--- config.mk ---
export PLATFORM = sky130hd
export DESIGN_NAME = ccr_top
export DESIGN_NICKNAME = d
export VERILOG_FILES = /design/src/shared/ccr_pkg.sv /design/src/hdl/ccr_size_check.sv /design/src/hdl/ccr_top.sv
export SDC_FILE = /design/constraint.sdc
export NUM_CORES = 1
export LEC_CHECK = 0
export BUFFER_PORTS_ARGS = -buffer_cell sky130_fd_sc_hd__clkbuf_2
export CAP_MARGIN = 40
export CORE_MARGIN = 10
export CORE_UTILIZATION = 46
export DETAILED_ROUTE_END_ITERATION = 10
export PLACE_DENSITY = 0.86
export SYNTH_ARGS = -nofsm -noshare
export SYNTH_HDL_FRONTEND = slang
export SYNTH_SLANG_ARGS = --single-unit
--- constraint.sdc ---
create_clock -name CLK_IN -period 4.15 [get_ports CLK_IN]
set_input_delay 0.6225 -clock CLK_IN [delete_from_list [all_inputs] [get_ports CLK_IN]]
set_output_delay 0.6225 -clock CLK_IN [all_outputs]
set_load 0.02 [all_outputs]
--- src/shared/ccr_pkg.sv ---
/*
 * Constants and carrier types for the controller capability report.
 * Assumes byte offsets are counted from the start of the controller
 * identification structure, and all users share one clock.
 */
package ccr_pkg;

    // Byte offsets inside the identification structure
    localparam logic [11:0] CCR_OFF_MAX_XFER  = 12'h04D;
    localparam logic [11:0] CCR_OFF_CTRL_ID_L = 12'h04E;
    localparam logic [11:0] CCR_OFF_CTRL_ID_H = 12'h04F;
    localparam logic [11:0] CCR_OFF_OPT_CMD_L = 12'h100;
    localparam logic [11:0] CCR_OFF_OPT_CMD_H = 12'h101;
    localparam logic [11:0] CCR_OFF_ABORT_LIM = 12'h102;
    localparam logic [11:0] CCR_OFF_EVENT_LIM = 12'h103;
    localparam logic [11:0] CCR_OFF_FW_CAPS   = 12'h104;

    // Optional command support word fields
    localparam int CCR_OPT_SECURITY_BIT = 0;
    localparam int CCR_OPT_FORMAT_BIT   = 1;
    localparam int CCR_OPT_FIRMWARE_BIT = 2;

    // Firmware update byte fields
    localparam int CCR_FW_SLOT1_RO_BIT = 0;
    localparam int CCR_FW_SLOTS_LSB    = 1;
    localparam int CCR_FW_SLOTS_MSB    = 3;
    localparam int CCR_FW_SLOTS_MIN    = 1;
    localparam int CCR_FW_SLOTS_MAX    = 7;

    // Structure selector value for the controller structure
    localparam logic [1:0] CCR_SEL_CONTROLLER = 2'h1;

    // Log2 of the 4 KiB base of the minimum memory page size
    localparam logic [8:0] CCR_PAGE_BASE_EXP = 9'h00C;

    // Reset values of registered outputs
    localparam logic [7:0] CCR_RST_BYTE   = 8'h00;
    localparam logic [7:0] CCR_RST_STATUS = 8'h00;

    // Command widths
    localparam int CCR_LEN_W = 32;
    localparam int CCR_TAG_W = 16;

    typedef struct packed {
        logic                 valid;
        logic [CCR_TAG_W-1:0] tag;
        logic [CCR_LEN_W-1:0] data_bytes;
        logic [CCR_LEN_W-1:0] meta_bytes;
        logic                 meta_interleaved;
    } ccr_cmd_t;

    typedef struct packed {
        logic                 valid;
        logic [CCR_TAG_W-1:0] tag;
        logic                 abort;
        logic [7:0]           status;
    } ccr_verdict_t;

endpackage

--- src/hdl/ccr_size_check.sv ---
/*
 * Transfer size gate: compares each submitted command against the
 * reported limit and answers one cycle later with pass or abort.
 * Assumes commands come from logic on the same clock.
 */
module ccr_size_check #(
    parameter logic [7:0] INVALID_FIELD_STATUS = 8'h02
) (
    // Clock and reset
    input  wire logic              clk_in,
    input  wire logic              rst_in,
    // Limit settings
    input  wire logic [7:0]        max_xfer_exp_in,
    input  wire logic [3:0]        min_page_exp_in,
    // Command and verdict
    input  wire ccr_pkg::ccr_cmd_t     cmd_in,
    output      ccr_pkg::ccr_verdict_t verdict_out
);
    import ccr_pkg::*;

    ccr_verdict_t verdict;
    ccr_verdict_t next_verdict;
    logic [CCR_LEN_W:0] total;
    logic               over;

    // True when total is above 2**exp; big exponents never trip
    function automatic logic exceeds(input logic [CCR_LEN_W:0] t, input logic [8:0] e);
        logic [CCR_LEN_W:0] lim;
        lim = '0;
        if (e > 9'(CCR_LEN_W))
            return 1'b0;
        lim[e[5:0]] = 1'b1;
        return t > lim;
    endfunction

    always_comb begin
        total = {1'b0, cmd_in.data_bytes};
        if (cmd_in.meta_interleaved)
            total = total + {1'b0, cmd_in.meta_bytes};
        over = (max_xfer_exp_in != 8'h00) &&
               exceeds(total, CCR_PAGE_BASE_EXP + 9'(min_page_exp_in) + 9'(max_xfer_exp_in));
        next_verdict        = '0;
        next_verdict.valid  = cmd_in.valid;
        next_verdict.tag    = cmd_in.tag;
        next_verdict.abort  = cmd_in.valid && over;
        next_verdict.status = (cmd_in.valid && over) ? INVALID_FIELD_STATUS : CCR_RST_STATUS;
    end

    always_ff @(posedge clk_in) begin
        if (rst_in)
            verdict <= '0;
        else
            verdict <= next_verdict;
    end

    assign verdict_out = verdict;
endmodule // ccr_size_check

--- src/hdl/ccr_top.sv ---
/*
 * Controller capability report: read-only bytes 77..260 of the
 * controller identification structure, plus the transfer size gate
 * that enforces the reported limit on submitted commands.
 * Assumes the command front end delivers identify reads byte by byte
 * and submitted commands on the same clock; no pin is asynchronous.
 */
// Notes on behaviour
// - Commands moving more data than the reported limit abort with invalid-field status.
// - Limit byte is exponent n; limit is 2**n times minimum page size.
// - Limit byte zero means no transfer size limit at all.
// - Interleaved metadata counts toward the size that is checked.
// - Two-byte controller identifier, unique within the storage subsystem.
// - Command support bit 2 shows firmware activate and download support.
// - Command support bit 1 shows format command support.
// - Command support bit 0 shows security send and receive support.
// - Command support bits 15 to 3 are reserved and read zero.
// - Abort limit byte gives outstanding abort count minus one.
// - At least four outstanding aborts should be accepted.
// - Event request limit byte gives outstanding event requests minus one.
// - At least four outstanding event requests should be accepted.
// - Firmware byte bits 3 to 1 give the number of slots.
// - Slot count lies between one and seven.
// - Firmware byte bits 7 to 4 are reserved and read zero.
// - Firmware byte bit 0 set means slot one is read-only.
// - Identify with selector one returns the controller structure.
module ccr_top #(
    parameter logic [7:0]  MAX_XFER_EXP         = 8'h05,
    parameter logic [15:0] CONTROLLER_ID        = 16'h0001, // arbitrary value
    parameter bit          HAS_SECURITY_CMDS    = 1'b0,
    parameter bit          HAS_FORMAT_CMD       = 1'b1,
    parameter bit          HAS_FIRMWARE_CMDS    = 1'b1,
    parameter int          ABORTS_OUTSTANDING   = 4,
    parameter int          EVENTS_OUTSTANDING   = 4,
    parameter int          FIRMWARE_SLOTS       = 2,
    parameter bit          SLOT1_READ_ONLY      = 1'b0,
    parameter logic [7:0]  INVALID_FIELD_STATUS = 8'h02
) (
    // Clock and reset
    input  wire logic                  CLK_IN,
    input  wire logic                  SYS_RST_IN,
    // Identify byte read
    input  wire logic                  RD_REQ_IN,
    input  wire logic [1:0]            RD_SEL_IN,
    input  wire logic [11:0]           RD_ADDR_IN,
    output      logic                  RD_READY_OUT,
    output      logic                  RD_VALID_OUT,
    output      logic [7:0]            RD_DATA_OUT,
    output      logic                  RD_SEL_ERR_OUT,
    // Host write attempts, always discarded
    input  wire logic                  WR_REQ_IN,
    input  wire logic [11:0]           WR_ADDR_IN,
    input  wire logic [7:0]            WR_DATA_IN,
    // Controller page size setting
    input  wire logic [3:0]            MIN_PAGE_EXP_IN,
    // Submitted command and verdict
    input  wire ccr_pkg::ccr_cmd_t     CMD_IN,
    output      ccr_pkg::ccr_verdict_t VERDICT_OUT
);
    import ccr_pkg::*;

    // Elaboration checks
    if (FIRMWARE_SLOTS < CCR_FW_SLOTS_MIN || FIRMWARE_SLOTS > CCR_FW_SLOTS_MAX) begin : g_bad_slots
        $error("firmware slot count out of range");
    end
    if (ABORTS_OUTSTANDING < 4 || ABORTS_OUTSTANDING > 256) begin : g_bad_aborts
        $error("abort limit below four or above a byte");
    end
    if (EVENTS_OUTSTANDING < 4 || EVENTS_OUTSTANDING > 256) begin : g_bad_events
        $error("event limit below four or above a byte");
    end

    typedef enum logic [1:0] {
        CCR_ST_IDLE  = 2'b01,
        CCR_ST_REPLY = 2'b10
    } ccr_state_t;

    // Fixed field images
    localparam logic [15:0] OPT_CMD_WORD = 16'(
        (HAS_SECURITY_CMDS << CCR_OPT_SECURITY_BIT) |
        (HAS_FORMAT_CMD    << CCR_OPT_FORMAT_BIT)   |
        (HAS_FIRMWARE_CMDS << CCR_OPT_FIRMWARE_BIT));
    localparam logic [7:0]  ABORT_LIM_BYTE = 8'(ABORTS_OUTSTANDING - 1);
    localparam logic [7:0]  EVENT_LIM_BYTE = 8'(EVENTS_OUTSTANDING - 1);
    localparam logic [7:0]  FW_CAPS_BYTE   = 8'(
        (FIRMWARE_SLOTS << CCR_FW_SLOTS_LSB) |
        (SLOT1_READ_ONLY << CCR_FW_SLOT1_RO_BIT));

    // Byte image of the structure; neighbouring fields read zero here
    function automatic logic [7:0] id_byte(input logic [11:0] a);
        case (a)
            CCR_OFF_MAX_XFER:  return MAX_XFER_EXP;
            CCR_OFF_CTRL_ID_L: return CONTROLLER_ID[7:0];
            CCR_OFF_CTRL_ID_H: return CONTROLLER_ID[15:8];
            CCR_OFF_OPT_CMD_L: return OPT_CMD_WORD[7:0];
            CCR_OFF_OPT_CMD_H: return OPT_CMD_WORD[15:8];
            CCR_OFF_ABORT_LIM: return ABORT_LIM_BYTE;
            CCR_OFF_EVENT_LIM: return EVENT_LIM_BYTE;
            CCR_OFF_FW_CAPS:   return FW_CAPS_BYTE;
            default:           return CCR_RST_BYTE;
        endcase
    endfunction

    ccr_state_t state;
    ccr_state_t next_state;
    logic [7:0] rd_data;
    logic [7:0] next_rd_data;
    logic       sel_err;
    logic       next_sel_err;
    logic [11:0] rd_addr;
    logic [11:0] next_rd_addr;

    // Write port has no sink: the record is fixed at build time
    logic wr_seen;
    assign wr_seen = WR_REQ_IN;

    always_comb begin
        next_state   = state;
        next_rd_data = rd_data;
        next_sel_err = sel_err;
        next_rd_addr = rd_addr;
        case (state)
            CCR_ST_IDLE: begin
                if (RD_REQ_IN) begin
                    next_state   = CCR_ST_REPLY;
                    next_rd_addr = RD_ADDR_IN;
                    // Only the controller selector reaches this record
                    if (RD_SEL_IN == CCR_SEL_CONTROLLER) begin
                        next_rd_data = id_byte(RD_ADDR_IN);
                        next_sel_err = 1'b0;
                    end else begin
                        next_rd_data = CCR_RST_BYTE;
                        next_sel_err = 1'b1;
                    end
                end
            end
            CCR_ST_REPLY: begin
                next_state = CCR_ST_IDLE;
            end
            default: begin
                next_state = CCR_ST_IDLE;
            end
        endcase
    end

    always_ff @(posedge CLK_IN) begin
        if (SYS_RST_IN) begin
            state   <= CCR_ST_IDLE;
            rd_data <= CCR_RST_BYTE;
            sel_err <= 1'b0;
            rd_addr <= 12'h000;
        end else begin
            state   <= next_state;
            rd_data <= next_rd_data;
            sel_err <= next_sel_err;
            rd_addr <= next_rd_addr;
        end
    end

    // One-cycle gap per read keeps the reply stage simple
    assign RD_READY_OUT   = (state == CCR_ST_IDLE);
    assign RD_VALID_OUT   = (state == CCR_ST_REPLY);
    assign RD_DATA_OUT    = rd_data;
    assign RD_SEL_ERR_OUT = sel_err;

    // Enforces the same limit the record reports
    ccr_size_check #(
        .INVALID_FIELD_STATUS (INVALID_FIELD_STATUS)
    ) u_size_check (
        .clk_in          (CLK_IN),
        .rst_in          (SYS_RST_IN),
        .max_xfer_exp_in (MAX_XFER_EXP),
        .min_page_exp_in (MIN_PAGE_EXP_IN),
        .cmd_in          (CMD_IN),
        .verdict_out     (VERDICT_OUT)
    );
endmodule // ccr_top

==> flow_summary_export.csv <==
group,metric,value,unit
route,drt-initial-drc-count,265,
clock_tree,clk-insertion-delay-late,0.26,ns
placement,gp_congestion,0.957,
floorplanning,design.portCount,161,
route,finalWirelength,14.4,mm
clock_tree,cts.sinks,24,
synthesis,yosys.cell_types.count,65,
synthesis,synth_edf_count,0,
layout,n_antenna_cell,0,
setup_path,timing.critical_path.fanout_max,3,
synthesis,synth_top_family_by_area,"compound AO/OA/AOI/OAI gates",
synthesis,ys_warn_count,0,
synthesis,synth-seq-area-share,11.2,%
pwr,total_power,1.15,mW
route,vias,4932,
global_routing,initial_antenna_violation_count,0,
global_routing,first_global_vias,4881,
floorplanning,fp-row-count,35,
min_path,hold_path_class,"reg2reg",
floorplanning,design.die.area,13500,um2
setup_path,critical-path-max-stage-delay,0.42,ns
floorplanning,die-width,116,um
synthesis,netlist_top_cells_area,"sky130_fd_sc_hd__ha_1 21%, sky130_fd_sc_hd__dfxtp_1 11%, sky130_fd_sc_hd__nand2_1 6.3%",
synthesis,syn-mean-instance-area,7.34,um2
placement,dp_worst_setup_slack,-0.308,ns
global_routing,global_route_wire_length_before_repair,22.8,mm
synthesis,synth_fa_ha_area_share,21.0,%
timing,fin_worst_skew,0.000521,ns
synthesis,yosys-mux-area-fraction,4.54,%
clock_tree,cts_tree,"done",
global_routing,grt_util_all_layers,20.4,%
timing,timing.final.ws_setup,0.117,ns
route,drtPass1Iterations,5,
route,vias_per_cell,5.80,
layout,finalCoreUtilization,59.7,%
clock_tree,cts-buffers-inserted,3,
clock_tree,postCtsHoldBufs,0,
route,wire_per_inst,16.9,um
setup_path,critical_path.most_common_cell,"sky130_fd_sc_hd__a21o_1",
layout,final_layout_size_suffix_gt1_share,29.9,%
setup_path,cpLargestDelayFamily,"compound AO/OA/AOI/OAI gates",
timing,clock.fmax,248,MHz
outcome,result_of_the_run,"complete, no violations",
setup_path,timing.critical_path.cells,"clkbuf_8 > ha_4 > fa_2 > a21o_1 > a21o_1 > a2111oi_4 > buf_4 > nor2_2 > a31oi_1 > xnor2_1 > mux2_4 > ha_4 > a21o_1 > a21o_1 > a21oi_2 > o21a_1 > nor3_2 > a2111oi_2 > a21oi_1",
layout,fillCellCount,850,
synthesis,post_synth_instance_area,4270,um2
setup_path,setup.worst_path.class,"in2reg",
pwr,total_leakage_power,2.62,nW
synthesis,synth_cells,582,
clock_tree,htreeDepth,1,
global_routing,grt_start_max_net_pins,42,
setup_path,critical-path-slowest-cell,"sky130_fd_sc_hd__a2111oi_4",
setup_path,end_kind,"flip-flop",
setup_path,path_buf_inv,2,
synthesis,xor_xnor_share_of_the_synthesized_area,4.51,%
flow_run,timing.max_cap.violations,0,
synthesis,synth_area_leader_cell,"sky130_fd_sc_hd__ha_1",
timing,slew_headroom,60.3,%
route,drt_drc_violations_left,0,
timing,final-max-slew-violation-count,0,
synthesis,synth-async-reset-ratio,0,%
global_routing,grt.overflow.total,0,
setup_path,reg2reg_slack,2.46,ns
clock_tree,clock_pin_slew_worst_setup_and_hold_paths,0.07,ns
layout,nets,937,
placement,io_buffer_count,127,
timing,worstMarginPinSlew,0.594,ns
timing,finalSetupViolations,0,
timing,report.final.hold_viol_count,0,
clock_tree,clk_path_buf_depth,2,
pwr,power-per-cell-area,210,nW/um2
floorplanning,coreArea,9150,um2
timing,final_min_period_over_clock_period,97.2,%
placement,placedInstanceArea,5270,um2
synthesis,simple_logic_cell_fraction_of_the_synthesized_area,25.1,%
timing,period_minus_slack,4.03,ns
pwr,irDropWorstVdd,0.273,mV
setup_path,required_time_worst_endpoint,4.29,ns
setup_path,timing.critical_path.arrival,4.17,ns
clock_tree,clock_tree.root_cell,"sky130_fd_sc_hd__clkbuf_8",
route,residual_antenna_violating_net_count_after_detailed_routing,0,
synthesis,synth-compound-area-share,27.2,%
floorplanning,starting_density_of_the_core,46.7,%
placement,place_hpwl,12.1,mm
synthesis,post_synthesis_register_bit_count,24,
layout,stdcell_area,5460,um2
layout,area_delta_synth_final,27.8,%
timing,setup_total_negative_slack,0,ns
synthesis,synth_largest_type_area_fraction,20.5,%
floorplanning,die_height,116,um
synthesis,synth_top_flop_cell,"sky130_fd_sc_hd__dfxtp_1",
setup_path,cp-start-kind,"input pin",
[power breakdown]
part,switching (mW),internal [mW]
logic,0.416,0.356
clock network,0.0644,0.0647
registers,0.00400,0.242
[path summary, 6_finish.rpt]
check / startpoint / endpoint / cells past startpoint
setup / recovery: CMD_IN[33] / u_size_check.verdict_out[1] / 19
hold / removal: RD_DATA_OUT[1] / RD_DATA_OUT[1] / 2
setup reg to reg: state[0] / RD_DATA_OUT[1] / 7
hold reg to reg: RD_DATA_OUT[1] / RD_DATA_OUT[1] / 2
[repair_timing]
| item | in CTS | in global routing |
|---|---|---|
| endpoints found under the setup margin | 1 | 1 |
| buffers inserted | 2 | 4 |
| pin swaps | 27 | 11 |
| gates resized for setup | 12 | 7 |
[cell usage in the layout, fill, tap and decap left out, drive strengths merged, types with 3 or more instances in the layout]
cell / n
nand4: 15
nand2: 72
buf: 58
clkbuf: 130
inv: 17
nand2b: 6
xnor2: 17
mux2: 16
a221oi: 6
o21a: 7
nand3: 15
o22ai: 3
nand3b: 4
nor2b: 24
nor4: 3
dfxtp: 24
a211oi: 9
a21o: 34
o21bai: 5
a211o: 3
o21ai: 20
xor2: 5
and2: 5
o311ai: 4
conb: 12
nor3b: 3
a21oi: 49
ha: 70
and3: 4
o211ai: 7
nor2: 45
nor3: 15
[logic make-up (layout without fill, tap and decap cells)]
group / count (synthesis) / count (layout)
xor gates and xnor gates: 22 / 22
DFF: 24 / 24
and+or+nand+nor: 220 / 220
AOI/OAI and AO/OA: 169 / 169
other: 1 / 12
muxes: 17 / 17
adders and majority gates: 71 / 71
buffers and inverters: 58 / 205
[layer usage]
| layer | GRT usage (%) | vias up | part of all wire [%] |
|---|---|---|---|
| li1 | - | 2435 | - |
| met1 | 23.7 | 2266 | 40 |
| met2 | 36.0 | 203 | 48 |
| met3 | 6.06 | 28 | 9.9 |
| met4 | 4.50 | 0 | 1.8 |
| met5 | 0 | - | 0 |
[tightest hold or removal path, delay by kind of cell, from the launching register on]
family	cells	cell delay, ns
and+or+nand+nor	1	0.05
AOI/OAI and AO/OA	1	0.05
DFF	1	0.31
[Yosys cell counts, drive strengths merged, types with 7 or more instances]
library cell,n
nand2,72
ha,70
a21oi,49
nor2,45
a21o,34
dfxtp,24
nor2b,24
clkbuf,23
o21ai,20
buf,18
inv,17
xnor2,17
mux2,16
nand3,15
nand4,15
nor3,15
a211oi,9
o211ai,7
o21a,7
[layout make-up]
type	instances	area (um2)	share of cell area, %
multi-input cells	511	3660	67.0
repair buffers	185	1080	19.8
well taps	111	139	2.54
flip-flops and latches	24	480	8.80
clock buffers	3	41.3	0.756
inverters	17	63.8	1.17
[sequential cells by signal, summed over array words and instances, names as in the netlist]
name / flops
u_size_check.verdict_out: 18
RD_DATA_OUT: 3
state: 2
RD_SEL_ERR_OUT: 1
[stage by stage]
step,cells,hold WS (ns)
after CTS,847,0.459
final,851,0.460
after detailed placement,842,0.447
after floorplan,593,0.530
after global placement,842,0.442
after global routing,851,0.495
No activity file was read; power rests on OpenSTA's default activity.
